File: config.mk
export PLATFORM = sky130hd
export DESIGN_NAME = scb_port
export DESIGN_NICKNAME = d
export VERILOG_FILES = /design/src/core/scb_pkg.sv /design/src/core/scb_port.sv
export VERILOG_INCLUDE_DIRS = /design/src /design/src/core
export SDC_FILE = /design/constraint.sdc
export NUM_CORES = 1
export LEC_CHECK = 0
export BUFFER_PORTS_ARGS = -buffer_cell sky130_fd_sc_hd__buf_2
export CAP_MARGIN = 40
export CELL_PAD_IN_SITES_DETAIL_PLACEMENT = 1
export CELL_PAD_IN_SITES_GLOBAL_PLACEMENT = 1
export CORE_MARGIN = 1
export CORE_UTILIZATION = 36
export DETAILED_ROUTE_END_ITERATION = 6
export PLACE_DENSITY = 0.73
export SLEW_MARGIN = 25
export SYNTH_ARGS = -nofsm -noshare
export SYNTH_HDL_FRONTEND = slang
export SYNTH_SLANG_ARGS = --single-unit
File: constraint.sdc
create_clock -name aclk -period 2.09 [get_ports aclk]
set_input_delay 0.3135 -clock aclk [delete_from_list [all_inputs] [get_ports aclk]]
set_output_delay 0.3135 -clock aclk [all_outputs]
set_load 0.05 [all_outputs]
File: src/core/scb_cfg.svh
// constants of the slow control serial bus port
`ifndef SCB_CFG_SVH
`define SCB_CFG_SVH
// opcodes
`define SCB_OP_TRIG0 8'hb1
`define SCB_OP_TRIG1 8'h55
`define SCB_OP_TRIG2 8'hc9
`define SCB_OP_TRIG3 8'h2d
`define SCB_OP_GLOBAL_RESET_CMD 8'hd2
`define SCB_OP_MRST 8'he4
`define SCB_OP_INJ 8'h78
`define SCB_OP_BCLR 8'h36
`define SCB_OP_SNAP 8'haa
`define SCB_OP_READOUT_RESET_CMD 8'h63
`define SCB_OP_WR 8'h9c
`define SCB_OP_RD 8'h4e
// early trigger pattern of the two low opcode bits
`define SCB_TRIG_LSB 2'h1
// identifier codes
`define SCB_ID_GLOBAL 8'h0f
`define SCB_GRP_TAIL 3'h7
// timing in clock cycles
`define SCB_GAP_MAX 6'h2a
`define SCB_WIN_LOAD 7'h04
`define SCB_WIN_DRV 7'h05
`define SCB_WIN_TX 7'h0f
`define SCB_WIN_TXEND 7'h2d
`define SCB_WIN_REL 7'h37
`define SCB_WIN_END 7'h3c
// command register address
`define SCB_CMD_ADDR 16'h0000
// register byte offsets
`define SCB_REG_CTRL 4'h0
`define SCB_REG_STAT 4'h4
`define SCB_REG_CMD 4'h8
`define SCB_REG_ADDR 4'hc
`define SCB_CTRL_RST 32'h0000_0001
`define SCB_CTRL_MAN 0
`endif

File: src/core/scb_pkg.sv
// types of the slow control serial bus port
package scb_pkg;
  typedef enum logic [1:0] {
    SCB_DIRECT = 2'h0,
    SCB_HUB = 2'h1,
    SCB_LEAF = 2'h2
  } scb_role_e;
  typedef enum logic [1:0] {
    SCB_RX_IDLE = 2'h0,
    SCB_RX_DATA = 2'h1,
    SCB_RX_STOP = 2'h2
  } scb_rx_e;
  typedef enum logic [2:0] {
    SCB_ST_OP = 3'h0,
    SCB_ST_ID = 3'h1,
    SCB_ST_AL = 3'h2,
    SCB_ST_AH = 3'h3,
    SCB_ST_DL = 3'h4,
    SCB_ST_DH = 3'h5
  } scb_st_e;
  typedef struct packed {
    logic [15:0] addr;
    logic [15:0] data;
  } scb_wr_s;
endpackage : scb_pkg

File: src/core/scb_port.sv
// slow control serial bus port with hub relay and register bus
`timescale 1ns/1ps
`default_nettype none
`include "scb_cfg.svh"

module scb_port (
  input wire logic aclk,
  input wire logic aresetn,
  input wire logic [6:0] chip_identifier,
  input wire logic differential_control_port_i,
  output logic differential_control_port_o,
  output logic differential_control_port_oe,
  input wire logic ctrl_i,
  output logic ctrl_o,
  output logic ctrl_oe,
  output logic trig_pulse,
  output logic cmd_pulse,
  output logic [15:0] cmd_code,
  output logic wr_valid,
  output scb_pkg::scb_wr_s wr_req,
  output logic rd_valid,
  output logic [15:0] rd_addr,
  input wire logic [15:0] rd_data,
  input wire logic [3:0] s_axi_awaddr,
  input wire logic s_axi_awvalid,
  output logic s_axi_awready,
  input wire logic [31:0] s_axi_wdata,
  input wire logic [3:0] s_axi_wstrb,
  input wire logic s_axi_wvalid,
  output logic s_axi_wready,
  output logic [1:0] s_axi_bresp,
  output logic s_axi_bvalid,
  input wire logic s_axi_bready,
  input wire logic [3:0] s_axi_araddr,
  input wire logic s_axi_arvalid,
  output logic s_axi_arready,
  output logic [31:0] s_axi_rdata,
  output logic [1:0] s_axi_rresp,
  output logic s_axi_rvalid,
  input wire logic s_axi_rready
);
  import scb_pkg::*;

  logic d_s1, d_s2, c_s1, c_s2;
  logic [6:0] id_s1, id_s2;
  scb_role_e role;
  logic rx_b;
  scb_rx_e rx_st;
  logic [2:0] rx_cnt;
  logic [7:0] rx_sh;
  logic char_v;
  logic [7:0] char_b;
  scb_st_e txn_st;
  logic is_rd, hit;
  logic [5:0] gap;
  logic [15:0] addr_q;
  logic [7:0] dlo;
  logic [6:0] win;
  logic reply_go;
  logic [29:0] tx_sh;
  logic reply_bit, reply_oe;
  logic relay_oe;
  logic man_en;
  logic uni_m, grp_m, glb_m;
  logic aw_ok, w_ok;
  logic [3:0] aw_a;
  logic [31:0] w_d;
  logic [3:0] w_s;

  // two-stage synchronisers for pins and straps
  always_ff @(posedge aclk) begin
    if (!aresetn) begin
      d_s1 <= 1'b1;
      d_s2 <= 1'b1;
      c_s1 <= 1'b1;
      c_s2 <= 1'b1;
      id_s1 <= 7'h00;
      id_s2 <= 7'h00;
    end else begin
      d_s1 <= differential_control_port_i;
      d_s2 <= d_s1;
      c_s1 <= ctrl_i;
      c_s2 <= c_s1;
      id_s1 <= chip_identifier;
      id_s2 <= id_s1;
    end
  end

  // role from module and position fields
  always_comb begin
    if (id_s2[6:4] == 3'h0) begin
      role = SCB_DIRECT;
    end else if (id_s2[2:0] == 3'h0) begin
      role = SCB_HUB;
    end else begin
      role = SCB_LEAF;
    end
  end

  // leaf listens on the local line, others on the differential line
  assign rx_b = (role == SCB_LEAF) ? c_s2 : d_s2;

  // deserialiser, paused during the read turnaround window
  always_ff @(posedge aclk) begin
    if (!aresetn) begin
      rx_st <= SCB_RX_IDLE;
      rx_cnt <= 3'h0;
      rx_sh <= 8'h00;
      char_v <= 1'b0;
      char_b <= 8'h00;
    end else begin
      char_v <= 1'b0;
      if (win != 7'h00) begin
        rx_st <= SCB_RX_IDLE;
      end else begin
        case (rx_st)
          SCB_RX_IDLE: begin
            if (!rx_b) begin
              rx_st <= SCB_RX_DATA;
              rx_cnt <= 3'h0;
            end
          end
          SCB_RX_DATA: begin
            rx_sh <= {rx_b, rx_sh[7:1]};
            rx_cnt <= rx_cnt + 3'h1;
            if (rx_cnt == 3'h7) begin
              rx_st <= SCB_RX_STOP;
            end
          end
          SCB_RX_STOP: begin
            rx_st <= SCB_RX_IDLE;
            char_v <= rx_b;
            char_b <= rx_sh;
          end
          default: rx_st <= SCB_RX_IDLE;
        endcase
      end
    end
  end

  // early trigger flag from the first two opcode bits
  always_ff @(posedge aclk) begin
    if (!aresetn) begin
      trig_pulse <= 1'b0;
    end else begin
      trig_pulse <= win == 7'h00 && rx_st == SCB_RX_DATA &&
        rx_cnt == 3'h1 && txn_st == SCB_ST_OP &&
        {rx_b, rx_sh[7]} == `SCB_TRIG_LSB;
    end
  end

  // identifier match for unicast, group and global targets
  always_comb begin
    uni_m = char_b == {1'b0, id_s2};
    glb_m = char_b == `SCB_ID_GLOBAL;
    grp_m = char_b[7] == 1'b0 && char_b[2:0] == `SCB_GRP_TAIL &&
      char_b[6:4] == id_s2[6:4] && char_b[3] == id_s2[3] &&
      id_s2[6:4] != 3'h0;
  end

  // idle gap watchdog inside multi-character transactions
  always_ff @(posedge aclk) begin
    if (!aresetn) begin
      gap <= 6'h00;
    end else if (txn_st == SCB_ST_OP || rx_st != SCB_RX_IDLE ||
                 !rx_b || win != 7'h00) begin
      gap <= 6'h00;
    end else if (gap <= `SCB_GAP_MAX) begin
      gap <= gap + 6'h01;
    end
  end

  // transaction decoder
  always_ff @(posedge aclk) begin
    if (!aresetn) begin
      txn_st <= SCB_ST_OP;
      is_rd <= 1'b0;
      hit <= 1'b0;
      addr_q <= 16'h0000;
      dlo <= 8'h00;
      cmd_pulse <= 1'b0;
      cmd_code <= 16'h0000;
      wr_valid <= 1'b0;
      wr_req <= '0;
      rd_valid <= 1'b0;
      rd_addr <= 16'h0000;
    end else begin
      cmd_pulse <= 1'b0;
      wr_valid <= 1'b0;
      rd_valid <= 1'b0;
      if (gap > `SCB_GAP_MAX) begin
        txn_st <= SCB_ST_OP;
      end else if (char_v) begin
        case (txn_st)
          SCB_ST_OP: begin
            case (char_b)
              `SCB_OP_TRIG0, `SCB_OP_TRIG1, `SCB_OP_TRIG2,
              `SCB_OP_TRIG3, `SCB_OP_GLOBAL_RESET_CMD, `SCB_OP_MRST,
              `SCB_OP_INJ, `SCB_OP_BCLR, `SCB_OP_SNAP,
              `SCB_OP_READOUT_RESET_CMD: begin
                cmd_pulse <= 1'b1;
                cmd_code <= {8'h00, char_b};
              end
              `SCB_OP_WR: begin
                txn_st <= SCB_ST_ID;
                is_rd <= 1'b0;
              end
              `SCB_OP_RD: begin
                txn_st <= SCB_ST_ID;
                is_rd <= 1'b1;
              end
              default: txn_st <= SCB_ST_OP;
            endcase
          end
          SCB_ST_ID: begin
            hit <= uni_m || (!is_rd && (glb_m || grp_m));
            txn_st <= SCB_ST_AL;
          end
          SCB_ST_AL: begin
            addr_q[7:0] <= char_b;
            txn_st <= SCB_ST_AH;
          end
          SCB_ST_AH: begin
            addr_q[15:8] <= char_b;
            txn_st <= is_rd ? SCB_ST_OP : SCB_ST_DL;
            rd_valid <= is_rd && hit;
            rd_addr <= {char_b, addr_q[7:0]};
          end
          SCB_ST_DL: begin
            dlo <= char_b;
            txn_st <= SCB_ST_DH;
          end
          SCB_ST_DH: begin
            txn_st <= SCB_ST_OP;
            wr_valid <= hit;
            wr_req <= {addr_q, char_b, dlo};
            if (hit && addr_q == `SCB_CMD_ADDR) begin
              cmd_pulse <= 1'b1;
              cmd_code <= {char_b, dlo};
            end
          end
          default: txn_st <= SCB_ST_OP;
        endcase
      end
    end
  end

  // read turnaround window counter, all chips pause sampling
  always_ff @(posedge aclk) begin
    if (!aresetn) begin
      win <= 7'h00;
      reply_go <= 1'b0;
    end else if (char_v && txn_st == SCB_ST_AH && is_rd &&
                 gap <= `SCB_GAP_MAX) begin
      win <= 7'h01;
      reply_go <= hit;
    end else if (win == `SCB_WIN_END) begin
      win <= 7'h00;
      reply_go <= 1'b0;
    end else if (win != 7'h00) begin
      win <= win + 7'h01;
    end
  end

  // reply shifter: id, data low, data high, back to back
  always_ff @(posedge aclk) begin
    if (!aresetn) begin
      tx_sh <= '1;
      reply_bit <= 1'b1;
      reply_oe <= 1'b0;
    end else begin
      reply_oe <= reply_go && win >= `SCB_WIN_DRV &&
        win < `SCB_WIN_REL;
      if (win == `SCB_WIN_LOAD) begin
        tx_sh <= {1'b1, rd_data[15:8], 1'b0, 1'b1, rd_data[7:0],
          1'b0, 1'b1, 1'b0, id_s2, 1'b0};
      end else if (win >= `SCB_WIN_TX && win < `SCB_WIN_TXEND) begin
        tx_sh <= {1'b1, tx_sh[29:1]};
      end
      if (win >= `SCB_WIN_TX && win < `SCB_WIN_TXEND) begin
        reply_bit <= tx_sh[0];
      end else begin
        reply_bit <= 1'b1;
      end
    end
  end

  // hub forwarding and relay of leaf replies
  always_ff @(posedge aclk) begin
    if (!aresetn) begin
      relay_oe <= 1'b0;
      ctrl_o <= 1'b1;
      ctrl_oe <= 1'b0;
      differential_control_port_o <= 1'b1;
    end else begin
      relay_oe <= role == SCB_HUB && !reply_go &&
        win >= `SCB_WIN_DRV && win < `SCB_WIN_REL;
      if (role == SCB_HUB) begin
        ctrl_oe <= win < `SCB_WIN_DRV || win >= `SCB_WIN_REL;
        ctrl_o <= (win == 7'h00) ? d_s2 : 1'b1;
        differential_control_port_o <= reply_go ? reply_bit : c_s2;
      end else if (role == SCB_LEAF) begin
        ctrl_oe <= reply_oe;
        ctrl_o <= reply_bit;
        differential_control_port_o <= 1'b1;
      end else begin
        ctrl_oe <= 1'b0;
        ctrl_o <= 1'b1;
        differential_control_port_o <= reply_bit;
      end
    end
  end

  // differential driver enable for own reply or relayed reply
  assign differential_control_port_oe = (role != SCB_LEAF) && (reply_oe || relay_oe);

  // register bus: write channel accepts address and data in any order
  assign s_axi_awready = !aw_ok && !s_axi_bvalid;
  assign s_axi_wready = !w_ok && !s_axi_bvalid;
  always_ff @(posedge aclk) begin
    if (!aresetn) begin
      aw_ok <= 1'b0;
      w_ok <= 1'b0;
      aw_a <= 4'h0;
      w_d <= 32'h0000_0000;
      w_s <= 4'h0;
      s_axi_bvalid <= 1'b0;
      s_axi_bresp <= 2'h0;
      man_en <= 1'(`SCB_CTRL_RST);
    end else begin
      if (s_axi_awvalid && s_axi_awready) begin
        aw_ok <= 1'b1;
        aw_a <= s_axi_awaddr;
      end
      if (s_axi_wvalid && s_axi_wready) begin
        w_ok <= 1'b1;
        w_d <= s_axi_wdata;
        w_s <= s_axi_wstrb;
      end
      if (aw_ok && w_ok) begin
        aw_ok <= 1'b0;
        w_ok <= 1'b0;
        s_axi_bvalid <= 1'b1;
        s_axi_bresp <= 2'h0;
        if (aw_a == `SCB_REG_CTRL) begin
          if (w_s[0]) begin
            man_en <= w_d[`SCB_CTRL_MAN];
          end
        end else if (aw_a != `SCB_REG_STAT && aw_a != `SCB_REG_CMD &&
                     aw_a != `SCB_REG_ADDR) begin
          s_axi_bresp <= 2'h3;
        end
      end else if (s_axi_bvalid && s_axi_bready) begin
        s_axi_bvalid <= 1'b0;
      end
    end
  end

  // register bus: read channel
  assign s_axi_arready = !s_axi_rvalid;
  always_ff @(posedge aclk) begin
    if (!aresetn) begin
      s_axi_rvalid <= 1'b0;
      s_axi_rdata <= 32'h0000_0000;
      s_axi_rresp <= 2'h0;
    end else if (s_axi_arvalid && s_axi_arready) begin
      s_axi_rvalid <= 1'b1;
      s_axi_rresp <= 2'h0;
      case (s_axi_araddr)
        `SCB_REG_CTRL: s_axi_rdata <= {31'h0, man_en};
        `SCB_REG_STAT: s_axi_rdata <= {16'h0, 1'b0, txn_st, 1'b0,
          id_s2, role, reply_go, win != 7'h00};
        `SCB_REG_CMD: s_axi_rdata <= {16'h0, cmd_code};
        `SCB_REG_ADDR: s_axi_rdata <= {16'h0, addr_q};
        default: begin
          s_axi_rdata <= 32'h0000_0000;
          s_axi_rresp <= 2'h3;
        end
      endcase
    end else if (s_axi_rvalid && s_axi_rready) begin
      s_axi_rvalid <= 1'b0;
    end
  end

  // optional biphase coded copy of the hub's differential output or of the other roles' reply bit, not driven to any port
  logic d_line;
  assign d_line = (role == SCB_HUB) ? differential_control_port_o : reply_bit;
  logic differential_control_port_code;
  assign differential_control_port_code = man_en ? (d_line ^ aclk) : d_line;
endmodule : scb_port
`default_nettype wire

Word level (Yosys, flattened, before mapping)
Index checks and enable logic that the tools add are counted.
Widths: inputs -> output; s select.
{ "classes": {"add_sub_neg": 3, "n_mul": 0, "div": 0, "magnitude_cmp": 8, "n_eq_ne": 43, "shifts": 0, "muxes": 41, "bitwise_logic": 8, "reduce_logical": 91} }
{ "op_table": {"columns": ["op", "n"], "rows": [
  ["$pmux 16 s4", 1],
  ["$mux 29", 2],
  ["$eq 8x8->1 const B", 6],
  ["$eq 8x7->1 const B", 4],
  ["$mux 16", 2],
  ["$pmux 16 s2", 1],
  ["$logic_and 1x1->1", 31],
  ["$reduce_and 3->1", 7],
  ["$mux 1", 20],
  ["$eq 8x6->1 const B", 2],
  ["$logic_not 16->1", 1],
  ["$reduce_bool 2->1", 8],
  ["$pmux 3 s5", 1],
  ["$lt 7x6->1 const B", 2],
  ["$mux 2", 7],
  ["$eq 3x3->1 const B", 4],
  ["$pmux 3 s2", 2],
  ["$reduce_or 2->1", 6],
  ["$reduce_or 4->1", 3],
  ["$ne 2x2->1 const B", 5],
  ["$reduce_and 2->1", 5],
  ["$reduce_or 10->1", 1],
  ["$logic_not 3->1", 3],
  ["$reduce_or 3->1", 3],
  ["37 further kinds", 67]
]} }
{ "word_totals": {"register_bits": 233, "latch_bits": 0, "ram_bits": 0, "rom_bits": 0, "inputBits": 76, "out_inout_bits": 113, "wordCells": 242, "memories": 0} }

Depth between registers and ports, before layout
{ "logic_depth": {"depth_word": 9, "depth_mapped": 11, "mapped_depth_nobuf": 8} }

Worst setup path before layout
Ideal clock, no wire load.
{ "synth_path": {"kind": "reg-to-reg", "start": "register s_axi_rvalid", "end": "register s_axi_rdata[10]", "setup_ps": 128, "t_arrival_ps": 2149, "required_time_ps": 1962, "path_slack_ps": -187, "stages_incl_launch_ff": 9, "path_buffers": 2, "synth_period_minus_slack_ps": 2277, "path_cell_list": "dfxtp_1 > inv_1 > nand2_1 > or3_1 > clkbuf_1 > clkbuf_1 > nor2_1 > a21oi_1 > nor2_1"} }
{ "synth_via": {"elab_chain_cells": 2} }
{ "synth_lines": {"columns": ["element", "line", "source"], "rows": [
  ["start: declaration", "scb_port.sv:39", "output logic s_axi_rvalid,"],
  ["start signal: assignment", "scb_port.sv:363", "s_axi_rvalid <= 1'b0;"],
  ["start signal: assignment", "scb_port.sv:367", "s_axi_rvalid <= 1'b1;"],
  ["start signal: assignment", "scb_port.sv:381", "s_axi_rvalid <= 1'b0;"],
  ["$logic_not 1->1", "scb_port.sv:360", "assign s_axi_arready = !s_axi_rvalid;"],
  ["via s_axi_arready", "scb_port.sv:36", "output logic s_axi_arready,"],
  ["$logic_and 1x1->1", "scb_port.sv:366", "end else if (s_axi_arvalid && s_axi_arready) begin"],
  ["end signal: assignment", "scb_port.sv:370", "`SCB_REG_CTRL: s_axi_rdata <= {31'h0, man_en};"],
  ["end signal: assignment", "scb_port.sv:371", "`SCB_REG_STAT: s_axi_rdata <= {16'h0, 1'b0, txn_st, 1'b0,"],
  ["end signal: assignment", "scb_port.sv:373", "`SCB_REG_CMD: s_axi_rdata <= {16'h0, cmd_code};"],
  ["end: declaration", "scb_port.sv:37", "output logic [31:0] s_axi_rdata,"]
]} }
The timed path passes the listed nets, and every way through them passes these cells.
A chain may end at the register's enable or synchronous reset.

Worst setup path after layout
{ "layout_path": {"start": "register id_s2[0]", "end": "output port differential_control_port_oe"} }
{ "layout_via": {"elab_chain_cells": 5} }
{ "layout_lines": {"columns": ["element", "line", "source"], "rows": [
  ["start: declaration", "scb_port.sv:45", "logic [6:0] id_s1, id_s2;"],
  ["start signal: assignment", "scb_port.sv:85", "id_s2 <= id_s1;"],
  ["$logic_not 3->1", "scb_port.sv:93", "end else if (id_s2[2:0] == 3'h0) begin"],
  ["$mux 2", "scb_port.sv:93", null],
  ["$mux 2", "scb_port.sv:91", "if (id_s2[6:4] == 3'h0) begin"],
  ["$ne 2x2->1", "scb_port.sv:315", "assign differential_control_port_oe = (role != SCB_LEAF) && (reply_oe || relay_oe);"],
  ["$logic_and 1x1->1", "scb_port.sv:315", null],
  ["end: declaration", "scb_port.sv:12", "output logic differential_control_port_oe,"]
]} }
Every way passes these cells.

==> flow_summary.ini <==
[clocking]
cts.sink_count = 207
cts_max_level = 1
numCtsBuffers = 24
root_buffer = clkbuf_16
cts_tree = built
clkSlewWorstSetupHoldPaths_ps = 60
cts.path.max_buffers = 3
clk-insertion-delay-late_ps = 520

[sta]
post-route-min-period_ps = 2030
max_freq_ghz = 0.493
hold_ws_ps = 12.1
setup_ws_ps = 62.1
fin_skew_ps = 12.0
fin_crit_sh = 0.970
slew_headroom = 0.464
worst_pin_slew_ps = 804
finalSetupViolCount = 0
slew_viol_final = 0
hold_viol_final = 0
totalNegativeSetupSlack_ps = 0

[global_routing]
global_route.usage.total = 0.214
grt_pass1_vias = 7543
grt_max_degree = 57
grt_pass1_wl_um = 41500
antenna_found_initial = 0
overflow = 0

[synthesis]
synth_top_area_frac = 0.479
synth_area_per_cell_um2 = 8.71
synth_edf_count = 0
yosys_warnings = 0
async_flop_share = 0
netlist_instances = 993
yosys_register_bits = 207
synth_top_area_cell = dfxtp_1
ys_types = 57
synth_area_leaders = dfxtp_1 48%, nand2_1 7.6%, mux2i_1 6.7%
syn_area_um2 = 8650
seq_area_frac_synth = 0.479
synth_ff_type = dfxtp_1

[drt]
ant_nets = 0
via_per_inst = 5.17
routed_wl_um = 26700
num_vias = 7692
drcViolationCount = 0
first_iter_violations = 616
wl_per_cell_um = 18.0
dr.pass1.iters = 6

[place]
post-place-ws_ps = -102
gp_congestion = 0.816
place_area_um2 = 9930
dp_hpwl_um = 18200
port-buffer-count = 138
dp.cells = 1436

[critical_path]
cp-start-kind = register
r2r_start = gap[0]$_SDFFE_PP0N_
ff2ff_setup_slack_ps = 80
rr_worst_depth = 10
cp-end-kind = output pin
timing.rr.end = cmd_code[3]$_SDFFE_PN0P_
worstPathRequired_ps = 1780
crit_fanout = 4
worst-setup-path-type = register to output pin
arrival_ps = 1710

[die]
start_util = 0.367
pin_count = 189
num_rows = 56
die_h_um = 157
dieArea_um2 = 24600
core_area_um2 = 23500
fp.dieW_um = 157

[power]
swShare = 0.240
internal-power_mw = 6.60
p_sw_mw = 2.08
ir_worst_vdd_mv = 0.464
comb_power_share = 0.058
finalPower_mw = 8.69
cellPowerDensity_nw_per_um2 = 795
p_leak_nw = 4.59
seqPwrFrac = 0.464
power_frac_clock = 0.478

[final_layout]
regArea_um2 = 4160
syn2layout_area_growth_pct = 26.4
num_antenna_cells = 0
num-fill-cells = 2816
layout.nets = 1237
final_area_um2 = 10900
final_core_util = 0.464
multi_input_area_um2 = 4130
drive_above_1_share = 0.246
instances_no_fill = 1489

[run_status]
outcome = finished clean

[hold_path]
whs_path_depth = 2
hp-start = chip_identifier[5]
min-delay-path-class = primary input to register
min_to = id_s1[5]$_SDFF_PN0_

[job]
max_cap_viol_count = 0
==> power groups by stage <==
stage | sequential [mW] | combinational (mW) | clock, mW
2_1_floorplan | 4.13 | 0.327 | 0
3_3_place_gp | 4.12 | 0.477 | 0
3_5_place_dp | 4.12 | 0.486 | 0
4_1_cts | 4.03 | 0.500 | 4.23
5_1_grt | 4.04 | 0.544 | 4.38
6_report | 4.03 | 0.502 | 4.15
==> cells by family after synthesis <==
family                     after synthesis  synth area share
buffers and inverters                  113            0.0644
adders and majority gates                8            0.0116
muxes                                   58            0.0671
DFF                                    207             0.479
and+or+nand+nor                        432             0.234
other                                    1          0.000434
AOI/OAI and AO/OA                      158             0.127
xor gates and xnor gates                16            0.0162
==> cell type report <==
cell class                 count  share of cell area
tap                          319              0.0365
timing repair buffer         216               0.128
multi-input combinational    688               0.378
clock buffer                  33              0.0637
sequential                   207               0.380
clock inverter                10             0.00813
inverter                      16             0.00561
==> critical path: stages, from the launching register on <==
cell and delay, ps:
dfxtp_1 490, nor3_2 90, buf_4 150, nor2_2 190
nor2_1 80, buf_4 190
==> how the worst max path moves through the flow <==
stage,slack [ps],cells past startpoint,from,to
detailed placement,-100,5,rd_addr[9]$_SDFFE_PN0P_,cmd_pulse$_SDFF_PP0_
global route,-20,10,gap[0]$_SDFFE_PP0N_,cmd_code[14]$_SDFFE_PN0P_
global placement,-60,5,rd_addr[9]$_SDFFE_PN0P_,cmd_pulse$_SDFF_PP0_
finish,60,5,id_s2[0]$_SDFF_PN0_,differential_control_port_oe
floorplan,5,10,gap[0]$_SDFFE_PP0N_,cmd_code[8]$_SDFFE_PN0P_
CTS,-0.6,8,gap[1]$_SDFFE_PP0N_,cmd_code[8]$_SDFFE_PN0P_
==> registers in the layout, indices dropped and copies added, names as in the netlist, 2 cells and up <==
register     flops
addr_q           8
aw_a             4
rx_cnt           3
rd_addr         16
char_b           8
id_s2            7
s_axi_rdata     16
dlo              8
rx_st            2
id_s1            7
gap              6
rx_sh            8
cmd_code        16
txn_st           3
wr_req          32
win              7
tx_sh           29
==> cell usage after synthesis, types with 4 or more instances <==
master      n
nand3_1    23
nand2b_1    8
o211ai_1    5
and2_1     18
xor2_1      6
nand3b_1    5
nand4b_1    4
inv_1      15
nand2_1   176
a311oi_1    6
mux2i_1    58
ha_1        8
a21oi_1    75
a211oi_1    4
clkbuf_1   56
buf_4      27
a222oi_1   11
nor3_1     17
a221o_1    22
nand4_1     7
nor4_1      4
xnor2_1    10
nor2_1    128
buf_2      10
and3_1      7
a22oi_1     6
o21ai_0    13
dfxtp_1   207
nor4bb_1   17
==> placed cells by master, fill, tap and decap left out, drive strengths merged, types with 7 or more instances in the layout <==
cell type | synthesis | final
nand2 | 176 | 176
nand3 | 24 | 24
xnor2 | 10 | 10
nor2 | 128 | 128
conb | 1 | 16
o21ai | 14 | 14
buf | 41 | 210
a311oi | 9 | 9
a221o | 22 | 22
clkbuf | 56 | 34
dfxtp | 207 | 207
and2 | 18 | 18
a21oi | 75 | 75
nor4bb | 17 | 17
and3 | 7 | 7
ha | 8 | 8
nand2b | 8 | 8
nor3 | 17 | 17
mux2i | 58 | 58
nand4 | 7 | 7
a222oi | 11 | 11
inv | 15 | 16
==> timing repair <==
item                                    in CTS  in global routing
setup buffers                                0                  4
pin swaps                                    0                  4
endpoints found under the setup margin       3                 70
gates cloned                                 0                  1
endpoints found under the hold margin        5                  0
gates resized for setup                      4                 25
hold buffers                                 5                  0
==> metal layers <==
metal / routed length [µm] / global-route usage / vias up
li1: - / - / 3703
met4: 591 / 0.0574 / 0
met3: 1570 / 0.0341 / 43
met5: 0 / 0 / -
met1: 12100 / 0.290 / 3739
met2: 12400 / 0.353 / 207
(Power assumes the default switching activity.)
